File: src/inc/rsa_defines.vh
// Constants for the serial register access block of the real-time clock
// Assumes inclusion by bare name from design files
`ifndef RSA_DEFINES_VH
`define RSA_DEFINES_VH
`define RSA_SLAVE_ADDR 7'h68
`define RSA_REG_COUNT 5'h14
`define RSA_REG_LAST 5'h13
`define RSA_ADDR_SUBSEC 5'h00
`define RSA_ADDR_SECONDS 5'h01
`define RSA_ADDR_MINUTES 5'h02
`define RSA_ADDR_CENT_HOURS 5'h03
`define RSA_ADDR_DAY 5'h04
`define RSA_ADDR_DATE 5'h05
`define RSA_ADDR_MONTH 5'h06
`define RSA_ADDR_YEAR 5'h07
`define RSA_ADDR_CLOCK_LAST 5'h07
`define RSA_BIT_HALT 7
`define RSA_BIT_CENT_EN 7
`define RSA_BIT_CENT_FLAG 6
`define RSA_RESET_BYTE 8'h00
`define RSA_TICK_DIV 17'd100000
`define RSA_REC_MS 32'd250
`define RSA_CLK_KHZ 32'd10000
`define RSA_REC_CYCLES (`RSA_REC_MS * `RSA_CLK_KHZ)
`endif

File: src/design/rsa_rtc_serial.v
// Two-wire slave port and clock/calendar register file of a real-time clock
// Assumes scl/sda inputs synchronous to clock; sda pin resolved outside from sda_out/sda_oe
// Contract
// - Device is a slave only; access by START plus fixed address D0h.
// - Twenty byte registers in fixed sequential order.
// - Supply below switchover aborts transfer, clears pointer, ignores bus.
// - Data falling while clock high is START.
// - Data rising while clock high is STOP, ending transfer.
// - Data changes only while clock low; one clock pulse per bit.
// - Eight-bit bytes, ninth acknowledge bit, unlimited byte count.
// - Acknowledger holds data low through acknowledge clock high phase.
// - Master withholds final acknowledge on read; slave releases data.
// - Addressed read: word address write, repeated START, read address.
// - Pointer advances by one only on acknowledge clock.
// - Sequential reads continue while master acknowledges until STOP.
// - User copy frozen while pointer holds clock address during a transfer.
// - Read without address write starts at current pointer.
// - First written byte loads pointer; later bytes stored then pointer advances.
// - Acknowledge matching address, word address and every written byte.
// - Writes blocked for recovery interval after supply returns.
// - Sub-second register accepts only zero writes.
// - Century flag inverts at century rollover when enabled.
// - Day of week low three bits; date, month, year in BCD.
// - Seconds top bit halts oscillator; clearing restarts within a second.
// - Any completed clock-address write resets divider chain.
`timescale 1ns/1ps
`include "rsa_defines.vh"

module rsa_rtc_serial #(
  parameter REC_CYCLES = `RSA_REC_CYCLES,
  parameter TICK_DIV = `RSA_TICK_DIV
) (
  input wire clock,
  input wire resetn,
  input wire scl_in,
  input wire sda_in,
  input wire supply_low,
  output reg sda_out,
  output reg sda_oe,
  output reg bus_blocked,
  output reg [4:0] word_address_value
);

  // ****************************************
  // Helpers
  // ****************************************
  function [7:0] bcd_inc;
    input [7:0] v;
    begin
      if (v[3:0] == 4'h9)
        bcd_inc = {v[7:4] + 4'h1, 4'h0};
      else
        bcd_inc = {v[7:4], v[3:0] + 4'h1};
    end
  endfunction

  function [4:0] ptr_inc;
    input [4:0] p;
    begin
      if (p == `RSA_REG_LAST)
        ptr_inc = 5'h00;
      else
        ptr_inc = p + 5'h01;
    end
  endfunction

  function [7:0] month_days;
    input [7:0] m;
    input [7:0] y;
    begin
      case (m)
        8'h04, 8'h06, 8'h09, 8'h11: month_days = 8'h30;
        8'h02: month_days = (y[4] ^ y[1] ^ y[0]) ? 8'h28 :
                            ((y[4] ? (y[3:0] == 4'h2 || y[3:0] == 4'h6) :
                              (y[3:0] == 4'h0 || y[3:0] == 4'h4 || y[3:0] == 4'h8)) ? 8'h29 : 8'h28);
        default: month_days = 8'h31;
      endcase
    end
  endfunction

  // ****************************************
  // Line sampling and bus conditions
  // ****************************************
  reg scl_d;
  reg sda_d;
  wire scl_rise = scl_in & ~scl_d;
  wire scl_fall = ~scl_in & scl_d;
  wire start_cond = scl_in & scl_d & sda_d & ~sda_in;
  wire stop_cond = scl_in & scl_d & ~sda_d & sda_in;

  // Delayed line copies reset to the idle level so release shows no false edge
  always @(posedge clock or negedge resetn) begin
    if (!resetn) begin
      scl_d <= 1'b1;
      sda_d <= 1'b1;
    end else begin
      scl_d <= scl_in;
      sda_d <= sda_in;
    end
  end

  // ****************************************
  // Supply monitor and recovery block
  // ****************************************
  reg [31:0] rec_count;
  wire link_off = supply_low | bus_blocked;

  always @(posedge clock or negedge resetn) begin
    if (!resetn) begin
      rec_count <= 32'h00000000;
      bus_blocked <= 1'b1;
    end else if (supply_low) begin
      rec_count <= 32'h00000000;
      bus_blocked <= 1'b1;
    end else if (rec_count < REC_CYCLES) begin
      rec_count <= rec_count + 32'h00000001;
      bus_blocked <= 1'b1;
    end else begin
      bus_blocked <= 1'b0;
    end
  end

  // ****************************************
  // Slave state machine
  // ****************************************
  localparam ST_IDLE = 6'b000001;
  localparam ST_DEVADDR = 6'b000010;
  localparam ST_ACK = 6'b000100;
  localparam ST_RXBYTE = 6'b001000;
  localparam ST_TXBYTE = 6'b010000;
  localparam ST_MACK = 6'b100000;

  reg [5:0] state;
  reg [3:0] bit_count;
  reg [7:0] shift;
  reg reading;
  reg have_addr;
  reg ack_drive;
  reg [7:0] user_reg [0:19];
  reg [7:0] tx_byte;
  reg wr_pulse;
  reg [4:0] wr_addr;
  reg [7:0] wr_data;

  // Two-entry buffer between the link side and the register file
  reg [7:0] buf_data [0:1];
  reg [4:0] buf_addr [0:1];
  reg [1:0] buf_cnt;
  reg buf_wp;
  reg buf_rp;
  wire buf_in_ready = (buf_cnt != 2'd2);
  wire buf_out_valid = (buf_cnt != 2'd0);
  wire buf_out_ready = 1'b1;
  wire push = wr_pulse & buf_in_ready;
  wire pop = buf_out_valid & buf_out_ready;

  always @(posedge clock or negedge resetn) begin
    if (!resetn) begin
      buf_cnt <= 2'd0;
      buf_wp <= 1'b0;
      buf_rp <= 1'b0;
    end else begin
      if (push) begin
        buf_data[buf_wp] <= wr_data;
        buf_addr[buf_wp] <= wr_addr;
        buf_wp <= ~buf_wp;
      end
      if (pop)
        buf_rp <= ~buf_rp;
      buf_cnt <= buf_cnt + {1'b0, push} - {1'b0, pop};
    end
  end

  always @(posedge clock or negedge resetn) begin
    if (!resetn) begin
      state <= ST_IDLE;
      bit_count <= 4'h0;
      shift <= `RSA_RESET_BYTE;
      reading <= 1'b0;
      have_addr <= 1'b0;
      ack_drive <= 1'b0;
      word_address_value <= 5'h00;
      sda_out <= 1'b1;
      sda_oe <= 1'b0;
      wr_pulse <= 1'b0;
      wr_addr <= 5'h00;
      wr_data <= `RSA_RESET_BYTE;
    end else begin
      wr_pulse <= 1'b0;
      if (link_off) begin
        state <= ST_IDLE;
        word_address_value <= 5'h00;
        sda_oe <= 1'b0;
      end else if (stop_cond) begin
        state <= ST_IDLE;
        sda_oe <= 1'b0;
      end else if (start_cond) begin
        state <= ST_DEVADDR;
        bit_count <= 4'h0;
        sda_oe <= 1'b0;
      end else begin
        case (state)
          ST_IDLE: begin
            sda_oe <= 1'b0;
          end
          ST_DEVADDR, ST_RXBYTE: begin
            if (scl_rise) begin
              shift <= {shift[6:0], sda_in};
              bit_count <= bit_count + 4'h1;
            end else if (scl_fall && bit_count == 4'h8) begin
              bit_count <= 4'h0;
              if (state == ST_DEVADDR) begin
                if (shift[7:1] == `RSA_SLAVE_ADDR) begin
                  reading <= shift[0];
                  have_addr <= 1'b0;
                  ack_drive <= 1'b1;
                  state <= ST_ACK;
                  sda_out <= 1'b0;
                  sda_oe <= 1'b1;
                end else begin
                  state <= ST_IDLE;
                end
              end else begin
                state <= ST_ACK;
                sda_out <= 1'b0;
                sda_oe <= 1'b1;
                if (!have_addr) begin
                  have_addr <= 1'b1;
                  ack_drive <= 1'b1;
                  word_address_value <= (shift[4:0] > `RSA_REG_LAST) ? 5'h00 : shift[4:0];
                end else if (buf_in_ready) begin
                  wr_pulse <= 1'b1;
                  wr_addr <= word_address_value;
                  wr_data <= shift;
                end
              end
            end
          end
          ST_ACK: begin
            if (scl_fall) begin
              if (reading) begin
                state <= ST_TXBYTE;
                tx_byte <= user_reg[word_address_value];
                sda_out <= user_reg[word_address_value][7];
                sda_oe <= 1'b1;
                bit_count <= 4'h1;
              end else begin
                state <= ST_RXBYTE;
                sda_oe <= 1'b0;
              end
              ack_drive <= 1'b0;
            end else if (scl_rise && !reading && !ack_drive) begin
              // Only the acknowledge of a data byte steps the pointer
              word_address_value <= ptr_inc(word_address_value);
            end
          end
          ST_TXBYTE: begin
            if (scl_fall) begin
              if (bit_count == 4'h8) begin
                state <= ST_MACK;
                sda_oe <= 1'b0;
              end else begin
                sda_out <= tx_byte[3'd7 - bit_count[2:0]];
                bit_count <= bit_count + 4'h1;
              end
            end
          end
          ST_MACK: begin
            if (scl_rise) begin
              word_address_value <= ptr_inc(word_address_value);
              if (sda_in)
                state <= ST_IDLE;
              else
                state <= ST_MACK;
            end else if (scl_fall && state == ST_MACK) begin
              state <= ST_TXBYTE;
              tx_byte <= user_reg[word_address_value];
              sda_out <= user_reg[word_address_value][7];
              sda_oe <= 1'b1;
              bit_count <= 4'h1;
            end
          end
          default: state <= ST_IDLE;
        endcase
      end
    end
  end

  // ****************************************
  // Timekeeping and register file
  // ****************************************
  // Pointer on a clock address while a transfer is live freezes the user copy
  wire freeze = (state != ST_IDLE) && (word_address_value <= `RSA_ADDR_CLOCK_LAST);
  reg [16:0] div_count;
  reg pending;
  wire halted = user_reg[`RSA_ADDR_SECONDS][`RSA_BIT_HALT];
  wire wr_clock = pop && (buf_addr[buf_rp] <= `RSA_ADDR_CLOCK_LAST);
  // Hundredths tick from the system clock
  wire tick = (div_count == TICK_DIV / 100 - 1);
  wire [7:0] sec_inc = bcd_inc({1'b0, user_reg[1][6:0]});
  wire [7:0] hours_inc = bcd_inc({2'b00, user_reg[3][5:0]});
  integer i;

  always @(posedge clock or negedge resetn) begin
    if (!resetn) begin
      div_count <= 17'd0;
      pending <= 1'b0;
      for (i = 0; i < 20; i = i + 1)
        user_reg[i] <= `RSA_RESET_BYTE;
      user_reg[`RSA_ADDR_DAY] <= 8'h01;
      user_reg[`RSA_ADDR_DATE] <= 8'h01;
      user_reg[`RSA_ADDR_MONTH] <= 8'h01;
    end else begin
      if (wr_clock || halted)
        div_count <= 17'd0;
      else if (tick)
        div_count <= 17'd0;
      else
        div_count <= div_count + 17'd1;
      if (pop) begin
        if (buf_addr[buf_rp] == `RSA_ADDR_SUBSEC) begin
          if (buf_data[buf_rp] == 8'h00)
            user_reg[`RSA_ADDR_SUBSEC] <= 8'h00;
        end else begin
          user_reg[buf_addr[buf_rp]] <= buf_data[buf_rp];
        end
        pending <= 1'b0;
      end else if ((tick || pending) && !halted) begin
        // A tick held back by the freeze is applied once afterwards
        if (freeze)
          pending <= 1'b1;
        else begin
          pending <= 1'b0;
          if (user_reg[0] != 8'h99)
            user_reg[0] <= bcd_inc(user_reg[0]);
          else begin
            user_reg[0] <= 8'h00;
            if (user_reg[1][6:0] != 7'h59)
              user_reg[1] <= {1'b0, sec_inc[6:0]};
            else begin
              user_reg[1] <= 8'h00;
              if (user_reg[2] != 8'h59)
                user_reg[2] <= bcd_inc(user_reg[2]);
              else begin
                user_reg[2] <= 8'h00;
                if (user_reg[3][5:0] != 6'h23)
                  user_reg[3][5:0] <= hours_inc[5:0];
                else begin
                  user_reg[3][5:0] <= 6'h00;
                  user_reg[4] <= (user_reg[4][2:0] == 3'd7) ? 8'h01 : {5'h00, user_reg[4][2:0] + 3'd1};
                  if (user_reg[5] != month_days(user_reg[6], user_reg[7]))
                    user_reg[5] <= bcd_inc(user_reg[5]);
                  else begin
                    user_reg[5] <= 8'h01;
                    if (user_reg[6] != 8'h12)
                      user_reg[6] <= bcd_inc(user_reg[6]);
                    else begin
                      user_reg[6] <= 8'h01;
                      if (user_reg[7] != 8'h99)
                        user_reg[7] <= bcd_inc(user_reg[7]);
                      else begin
                        user_reg[7] <= 8'h00;
                        if (user_reg[3][`RSA_BIT_CENT_EN])
                          user_reg[3][`RSA_BIT_CENT_FLAG] <= ~user_reg[3][`RSA_BIT_CENT_FLAG];
                      end
                    end
                  end
                end
              end
            end
          end
        end
      end
    end
  end

endmodule

File: config.mk
export PLATFORM = sky130hd
export DESIGN_NAME = rsa_rtc_serial
export DESIGN_NICKNAME = d
export VERILOG_FILES = /design/src/design/rsa_rtc_serial.v
export VERILOG_INCLUDE_DIRS = /design/src /design/src/inc
export SDC_FILE = /design/constraint.sdc
export NUM_CORES = 1
export LEC_CHECK = 0
export ABC_AREA = 1
export BUFFER_PORTS_ARGS = -buffer_cell sky130_fd_sc_hd__buf_2
export CORE_AREA = 5 5 169 171
export CTS_CLUSTER_DIAMETER = 120
export DETAILED_ROUTE_END_ITERATION = 12
export DIE_AREA = 0 0 174 176
export PLACE_DENSITY = 0.76
export SYNTH_ARGS = -nofsm -noshare
export SYNTH_HDL_FRONTEND = slang
export SYNTH_SLANG_ARGS = --single-unit
File: constraint.sdc
create_clock -name clock -period 3.1 [get_ports clock]
set_input_delay 0.62 -clock clock [delete_from_list [all_inputs] [get_ports clock]]
set_output_delay 0.62 -clock clock [all_outputs]
set_load 0.02 [all_outputs]
Yosys cells after proc, flatten, opt, wreduce, memory -nomap -nowiden:

Memories as Yosys holds them, arrays and structs flattened.
Index checks and enable logic that the tools add are counted.

* input bits: 5
* memory bits (writable): 26
* register bits: 267
* output and inout bits: 8
* memories: 2
* logic and storage cells: 409

* add/sub/neg operators: 22
* $lt $le $gt $ge: 8
* bitwise gates (word level): 26
* reduce and logical (&&, ||, !) cells: 59
* equal/unequal tests: 90
* muxes and demuxes: 151

Memories
* buf_data: words 2, width 8, rd ports 1, clocked after memory_dff 0, wr ports 1, line rsa_rtc_serial.v:146 `reg [7:0] buf_data [0:1];`
* buf_addr: words 2, width 5, rd ports 1, clocked after memory_dff 0, wr ports 1, line rsa_rtc_serial.v:147 `reg [4:0] buf_addr [0:1];`

Operator list (count)
* $mux W39: 6
* $mux W8: 28
* $bwmux W160: 1
* $mux W152: 1
* $mux W32: 3
* $mux W6: 14
* $mux W24: 3
* $mux W5: 13
* $mux W1: 54
* $reduce_and A9 Y1: 6
* $add A4 B1 Y4 const B: 13
* $ne A3 B3 Y1 const B: 16
* $bmux W8 S5: 1
* $demux W8 S5: 1
* $eq A4 B4 Y1 const B: 9
* $mux W4: 9
* $mux W17: 2
* $ne A2 B2 Y1 const B: 17
* $add A32 B1 Y32 const B: 1
* $lt A32 B22 Y1 const B: 1
* $mux W16: 2
* $ne A5 B5 Y1 const B: 6
* $pmux W6 S5: 1
* $reduce_and A10 Y1: 3
* other kinds (76): 145

Logic depth before layout (Yosys ltp):

Gate-level depths: netlist (run 1).

* depth after elaboration: 23
* mapped depth: 16
* depth with buffers taken out: 16

Worst setup path after synthesis (run 1):

Ideal clock, no wire load.

* kind: input -> register
* start point: in supply_low
* end point: reg tx_byte[0], enable pin
* slack: 0.697 ns
* buffers on the path: 1
* arrival time: 2.033 ns
* stages on the path: 9
* data required time: 2.730 ns
* library setup time: 0.370 ns
* path through: buf_4 -> nor2_8 -> inv_1 -> nor2_4 -> nand2_1 -> a21oi_1 -> nor3_2 -> nand2_1 -> nor2_1

* cells in the longest elaborated chain, start to end: 3

Ends and longest elaborated chain
* start: declaration: line rsa_rtc_serial.v:37 `input wire supply_low,`
* $or A1 B1 Y1: line rsa_rtc_serial.v:106 `wire link_off = supply_low | bus_blocked;`
* $not A1 Y1 (no line)
* $reduce_and A9 Y1 (no line)
* end signal: assignment: line rsa_rtc_serial.v:243 `tx_byte <= user_reg[word_address_value];`
* end signal: assignment: line rsa_rtc_serial.v:277 `tx_byte <= user_reg[word_address_value];`
* end: declaration: line rsa_rtc_serial.v:140 `reg [7:0] tx_byte;`

No other way between the ends.
A chain may end at the register's enable or synchronous reset.

Worst setup path in the final report (run 1):

* start point: reg buf_rp
* end point: reg user_reg[159] (netlist name)

* cells in the longest elaborated chain, start to end: 9
* elaborated cells on any way between the ends: 15
* those cells by class: order compare: 2; eq/ne: 1; mux: 5; bitwise: 1; reduce/logical: 4; memory: 2

Ends and longest elaborated chain
* start: declaration: line rsa_rtc_serial.v:150 `reg buf_rp;`
* start signal: assignment: line rsa_rtc_serial.v:169 `buf_rp <= ~buf_rp;`
* $mem_v2 Z2 W5
* $not A5 Y6 (not written as such): line rsa_rtc_serial.v:325 `user_reg[buf_addr[buf_rp]] <= buf_data[buf_rp];`
* $ge A6 B6 Y1 (not written as such) / $lt A6 B1 Y1 (equally long branches): line rsa_rtc_serial.v:325
* $logic_and A1 B1 Y1 (not written as such): line rsa_rtc_serial.v:325
* $mux W8 (not written as such): line rsa_rtc_serial.v:325
* $demux W8 S5: line rsa_rtc_serial.v:325
* $bwmux W160: line rsa_rtc_serial.v:325
* $mux W8: line rsa_rtc_serial.v:321 `` if (buf_addr[buf_rp] == `RSA_ADDR_SUBSEC) begin ``
* $mux W24: line rsa_rtc_serial.v:320 `if (pop) begin`
* end signal: indexed assignment: line rsa_rtc_serial.v:309 `` user_reg[i] <= `RSA_RESET_BYTE; ``
* end signal: indexed assignment: line rsa_rtc_serial.v:325
* end signal: indexed assignment: line rsa_rtc_serial.v:364 `` user_reg[3][`RSA_BIT_CENT_FLAG] <= ~user_reg[3][`RSA_BIT_CENT_FLAG]; ``
* end: declaration: line rsa_rtc_serial.v:139 `reg [7:0] user_reg [0:19];`

Several ways; a longest one is shown, not always the timed one.

==> results of run 1 <==
==> worst max-delay path: cells and delay by family (launching register included) <==
kind	cells	cell delay, ns
compound gates	2	0.91
buf+inv	2	0.30
flops	1	0.48
simple gates	7	0.88
==> routing by layer <==
metal | vias up | wire length (um)
met5 | - | 8
met4 | 2 | 1585
met3 | 127 | 3312
met2 | 585 | 19970
met1 | 6730 | 17950
li1 | 6777 | -
==> cells by family (layout without fill, tap and decap cells) <==
logic type	after synthesis	after routing	synth area share [%]
DFF	293	293	47.14
xor gates and xnor gates	48	48	2.638
muxes	1	1	0.06281
AOI/OAI and AO/OA	442	442	15.14
and+or+nand+nor	953	953	25.94
adders and majority gates	28	28	2.198
buffers and inverters	278	304	6.878
==> power by group <==
group,internal [W],switching (W),leakage [nW],total (W)
Combinational,0.0000242,0.000105,3.68,0.000129
Sequential,0.00389,0.00000726,3.86,0.00389
Clock,0.00247,0.00154,0.539,0.00401
Total,0.00638,0.00165,8.07,0.00803
==> through the flow <==
stage | std cells | cell area [sq um] | utilization (%) | total power [W] | hold WS (ns)
floorplan | 2043 | 15940 | - | 0.004004 | 0.3244
global placement | 2352 | 16380 | 61.29 | 0.004097 | 0.4452
detailed placement | 2352 | 16380 | 61.29 | 0.004098 | 0.4518
CTS | 2410 | 17500 | 65.48 | 0.008085 | 0.1831
global route | 2410 | 17500 | 65.48 | 0.008268 | 0.1943
finish | 2410 | 17500 | 65.48 | 0.008033 | 0.2026
==> final cells by class <==
cell class	instances	area share, %
multi-input combinational	1472	41.95
inverter	201	4.326
tap	341	2.438
timing repair buffer	46	2.016
sequential	293	42.94
clock buffer	43	5.034
clock inverter	14	1.301
==> repair_timing <==
action	4_1_cts	5_1_grt
endpoints found under the hold margin	29	0
hold buffers	1	0
resized for setup	0	0
==> synthesized netlist by cell type (5+ instances only) <==
cell type,n
nand2_1,495
o21ai_0,267
dfrtp_1,251
nor2_1,220
inv_1,187
nand3_1,112
a21oi_1,65
clkbuf_1,51
o22ai_1,48
nand4_1,37
xor2_1,35
edfxtp_1,34
ha_1,28
nor3_1,28
buf_2,16
nand2_2,15
o21ai_1,15
o211ai_1,14
xnor2_1,13
inv_2,10
nor2_2,9
dfstp_2,8
nand3_2,8
a31oi_1,6
nor3b_1,6
nor4_1,6
buf_1,5
==> path summary, 6_finish.rpt <==
kind,slack (ns),cells past startpoint,start,end
worst max register to register,0.40,11,buf_rp$_DFFE_PN0N_,user_reg[159]$_DFFE_PN0P_
max in group asynchronous,1.51,3,resetn,user_reg[159]$_DFFE_PN0P_
min in group asynchronous,0.51,2,resetn,user_reg[109]$_DFFE_PN0P_
worst max-delay path,0.40,11,buf_rp$_DFFE_PN0N_,user_reg[159]$_DFFE_PN0P_
worst min register to register,0.46,0,wr_data[6]$_DFFE_PN0P_,buf_data[1][6]$_DFFE_PP_
worst min-delay path,0.20,1,sda_in,sda_d$_DFF_PN1_
==> cells in the final DEF (no fill, tap or decap), types with 5 or more instances in the layout <==
cell,instances
nand2_1,495
o21ai_0,267
dfrtp_1,250
nor2_1,219
inv_1,186
nand3_1,112
a21oi_1,65
o22ai_1,48
nand4_1,37
xor2_1,35
edfxtp_1,34
clkbuf_16,31
buf_4,31
ha_1,28
nor3_1,26
nand2_2,15
o21ai_1,15
o211ai_1,14
xnor2_1,13
inv_2,11
buf_2,11
nor2_2,10
nand3_2,8
dfstp_2,8
nor3b_1,6
a31oi_1,6
nor4_1,6
clkbuf_8,6
bufinv_16,6
clkbuf_1,6
nor3_2,5
==> flow_summary.yaml, run 1 <==
place:
  dp_slack_ns: 0.4566
  hpwl_um: 29110
  place_congestion: 0.9189
  portBuffers: 12
yosys:
  synthCells: 2043
  synth_area_leader_cell: "dfrtp_1"
  synth_area_sq_um: 15940
  synth.avg_cell_area_sq_um: 7.801
  synthFlopType: "dfrtp_1"
  synth.area.top_cells: "dfrtp_1 39%, nand2_1 12%, o21ai_0 8.4%"
  ys_ff_latch: 293
  synth_top_area_share_pct: 39.41
  ys.warnings.count: 0
  syn_nets: 2076
  ys_seq_area_share_pct: 47.14
  synth_edf_count: 34
  ys_types: 54
  ys_async_sr_fraction_pct: 88.40
global_routing:
  grt_overflow: 0
  grt_busiest_layer: "met2"
  grt_use_met1_pct: 37.28
  gr-usage-met2_pct: 45.91
  grt_pass1_wl_um: 70490
  grt_pass1_vias: 13905
  track_usage_pct: 27.87
  grtUsageMet3_pct: 4.925
  grt_max_degree: 135
  antenna_found_initial: 1
outcome:
  status: "completed"
worst_setup_path:
  critPathMaxFanout: 14
  end_kind: "flip-flop"
  cp.arrival_ns: 3.14
  max_stage_delay_ns: 0.67
  crit_chain: "buf_4 -> o21ai_2 -> nand2_1 -> nor3_1 -> nand2_1 -> o21ai_1 -> nand2_2 -> nor2_4 -> inv_2 -> nand2_1 -> nand2_1"
  cpMostUsedCell: "nand2_1"
  critical_path_class: "reg2reg"
  worst_path_max_delay_cell: "o21ai_2"
  cp-start-kind: "flip-flop"
  critPathRequiredTime_ns: 3.54
finish:
  n_fill_cell: 2259
  final-seq-area_sq_um: 7513
  diodes: 0
  area_growth_pct: 9.806
  nets: 2078
  largest_reg_flops: 159
  layout-drive-gt1-share_pct: 8.458
  multi_input_area_sq_um: 7341
clock_network:
  cts-htree-levels: 1
  cts_buffer_depth: 3
  cts_buffers: 31
  path_clk_slew_ns: 0.06
  cts_sinks: 293
  post_cts_buffers: 0
  insertion_delay_ns: 0.57
  cts_tree: "done"
  cts_root_buf: "clkbuf_16"
power_and_ir_drop:
  p_leak_nw: 8.072
  p_per_area_nw_per_um2: 459.0
  peakVddDrop_mv: 0.4628
drt:
  routed_wl_um: 42830
  avgViaCountPerCell: 5.901
  wl_per_cell_um: 17.77
  ant_nets: 0
  drt_iter0_drc: 1434
  drc: 0
  dr.pass1.iters: 5
  vias: 14221
sta:
  setup_viol_count_final: 0
  tightest_slew_ns: 0.8535
  hold_violations: 0
  min_period_ns: 2.697
  finalMaxSlewViolations: 0
  fmax_mhz: 370.7
  setup_slack_ns: 0.4027
  tns_ns: 0
  rsz0062_at_grt: "false"
  fin_skew_ns: 0.02138
  post-route-period-util_pct: 87.01
  slew_headroom_pct: 43.03
die:
  fp.coreArea_sq_um: 26730
  initial_core_util_pct: 59.63
  row_count: 60
  die-area_sq_um: 30620
  ios: 13
  die_x_um: 174
  die_y_um: 176
job:
  cap_violations: 0
worst_hold_path:
  hold_path_class: "in2reg"
Power figures use the tool's default switching activity.
==> run 2, diff against run 1 <==
--- a/config.mk
+++ b/config.mk
@@ -8,11 +8,10 @@
 export LEC_CHECK = 0
 export ABC_AREA = 1
 export BUFFER_PORTS_ARGS = -buffer_cell sky130_fd_sc_hd__buf_2
-export CORE_AREA = 5 5 169 171
+export CORE_AREA = 5 5 206 208
 export CTS_CLUSTER_DIAMETER = 120
 export DETAILED_ROUTE_END_ITERATION = 12
-export DIE_AREA = 0 0 174 176
-export PLACE_DENSITY = 0.76
+export DIE_AREA = 0 0 211 213
 export SYNTH_ARGS = -nofsm -noshare
 export SYNTH_HDL_FRONTEND = slang
 export SYNTH_SLANG_ARGS = --single-unit
==> flow_summary.yaml, run 2 (synthesized netlist as in run 1, its figures left out) <==
outcome:
  status: "completed"
worst_hold_path:
  hold_path_class: "in2reg"
power_and_ir_drop:
  clkPwrFrac_pct: 51.4
  pwr-share-comb_pct: 1.6
  switching_share_pct: 21.30
  p_int_w: 0.006523
  p_leak_nw: 8.127
  peakVddDrop_mv: 0.2665
  switchingPower_w: 0.001766
  power.share.sequential_pct: 47.0
  p_per_area_nw_per_um2: 464.0
  p_total_w: 0.008289
sta:
  finalMaxSlewViolations: 0
  tns_ns: 0
  hold_violations: 0
  fin_skew_ns: 0.01979
  min_period_ns: 2.661
  setup_slack_ns: 0.4395
  slew_headroom_pct: 34.25
  setup_viol_count_final: 0
  tightest_slew_ns: 0.9863
  rsz0062_at_grt: "false"
  fmax_mhz: 375.9
  post-route-period-util_pct: 85.82
clock_network:
  cts_buffers: 36
  cts_root_buf: "clkbuf_16"
  post_cts_resize_count: 0
  insertion_delay_ns: 0.54
  cts_tree: "done"
  cts_sinks: 293
  post_cts_buffers: 0
  postCtsHoldBufs: 1
  cts_buffer_depth: 3
  cts-htree-levels: 2
  path_clk_slew_ns: 0.06
finish:
  n_fill_cell: 4104
  layout_common_cells: "495 x nand2_1, 267 x o21ai_0, 249 x dfrtp_1"
  area_growth_pct: 12.09
  nets: 2084
  final-seq-area_sq_um: 7515
  layout_commonest_cell: "nand2_1"
  largest_reg_flops: 159
  diodes: 0
  multi_input_area_sq_um: 7346
  layout.cells.non_filler: 2610
  layout-drive-gt1-share_pct: 8.614
worst_setup_path:
  critPathRequiredTime_ns: 3.51
  crit_chain: "inv_2 -> nand2_1 -> nand2_1 -> inv_2 -> nand2_2 -> nor2_8 -> nor2_2 -> nor3_4 -> nand2_2 -> nand2_1 -> nand2_1"
  ff2ff_path_depth: 11
  setup.worst_path.start: "buf_rp$_DFFE_PN0N_"
  critical_path_class: "reg2reg"
  end_kind: "flip-flop"
  worst_path_max_delay_cell: "dfrtp_1"
  cp-start-kind: "flip-flop"
  r2r_slack_ns: 0.44
  max_stage_delay_ns: 0.83
  endpoint: "user_reg[116]$_DFFE_PN0P_"
  reg2reg_to: "user_reg[116]$_DFFE_PN0P_"
  critPathMaxFanout: 20
  cpMostUsedCell: "nand2_1"
  worstReg2RegStart: "buf_rp$_DFFE_PN0N_"
  cp.arrival_ns: 3.07
place:
  hpwl_um: 29900
  portBuffers: 12
  placed_cells: 2544
  dp_slack_ns: 0.4771
  place_congestion: 0.9174
drt:
  routed_wl_um: 43530
  vias: 13791
  drc: 0
  drt_iter0_drc: 1111
  dr.pass1.iters: 6
  wl_per_cell_um: 16.68
  ant_nets: 0
  avgViaCountPerCell: 5.284
die:
  die-area_sq_um: 44940
  die_y_um: 213
  row_count: 74
  fp.coreArea_sq_um: 40370
  initial_core_util_pct: 39.48
  ios: 13
  die_x_um: 211
job:
  cap_violations: 0
global_routing:
  grt_overflow: 0
  grt_max_degree: 129
  grt_pass1_wl_um: 71180
  track_usage_pct: 19.42
  antenna_found_initial: 0
  grt_pass1_vias: 13499
## run 2: cell count changes in the layout (fill, tap and decap cells not counted), sizes merged
cell / change
buf: +1
clkinv: -2
clkbuf: +14
bufinv: -4
clkinvlp: -1
inv: +1
## run 2: critical path: cells and delay by family, from the launching register on
| family | cells | cell delay [ns] |
|---|---|---|
| buf+inv | 2 | 0.35 |
| simple gates | 9 | 1.36 |
| flops | 1 | 0.83 |
## run 2: through the flow
step | hold slack (ns) | utilization [%] | cell area (sq um)
floorplan | 0.3244 | - | 15940
global placement | 0.4344 | 41.23 | 16650
detailed placement | 0.4330 | 41.23 | 16650
CTS | 0.2031 | 44.25 | 17860
global route | 0.2127 | 44.25 | 17860
finish | 0.2179 | 44.25 | 17860
## run 2: final cells by class
type | count | share of cell area, %
Sequential cell | 293 | 42.07
Tap cell | 532 | 3.726
Clock buffer | 57 | 6.171
Inverter | 201 | 4.238
Multi-Input combinational cell | 1472 | 41.12
Timing Repair Buffer | 47 | 2.087
Clock inverter | 8 | 0.5884
## run 2: worst min-delay path by stage
| stage | startpoint | end | slack [ns] | cells past startpoint |
|---|---|---|---|---|
| after detailed placement | resetn | user_reg[44]$_DFFE_PN0P_ | 0.43 | 1 |
| after global placement | resetn | user_reg[44]$_DFFE_PN0P_ | 0.43 | 1 |
| after global routing | sda_in | sda_d$_DFF_PN1_ | 0.21 | 1 |
| final | sda_in | sda_d$_DFF_PN1_ | 0.22 | 1 |
| after CTS | sda_in | sda_d$_DFF_PN1_ | 0.20 | 1 |
| after floorplan | resetn | ack_drive$_DFFE_PN0P_ | 0.32 | 0 |
## run 2: per-layer routing
metal / routed length (um) / GRT usage [%] / share of wire [%]
met5: 0 / 0 / 0
met4: 1112 / 5.544 / 2.6
met3: 2191 / 2.865 / 5.0
met2: 20170 / 32.03 / 46
met1: 20060 / 26.86 / 46
## run 2: power by group through the flow
| stage | registers (W) | logic (W) | clock network (W) |
|---|---|---|---|
| floorplan | 0.00396 | 0.0000390 | 0 |
| global placement | 0.00397 | 0.000133 | 0 |
| detailed placement | 0.00397 | 0.000134 | 0 |
| CTS | 0.00390 | 0.000136 | 0.00436 |
| global route | 0.00389 | 0.000154 | 0.00454 |
| finish | 0.00390 | 0.000130 | 0.00426 |
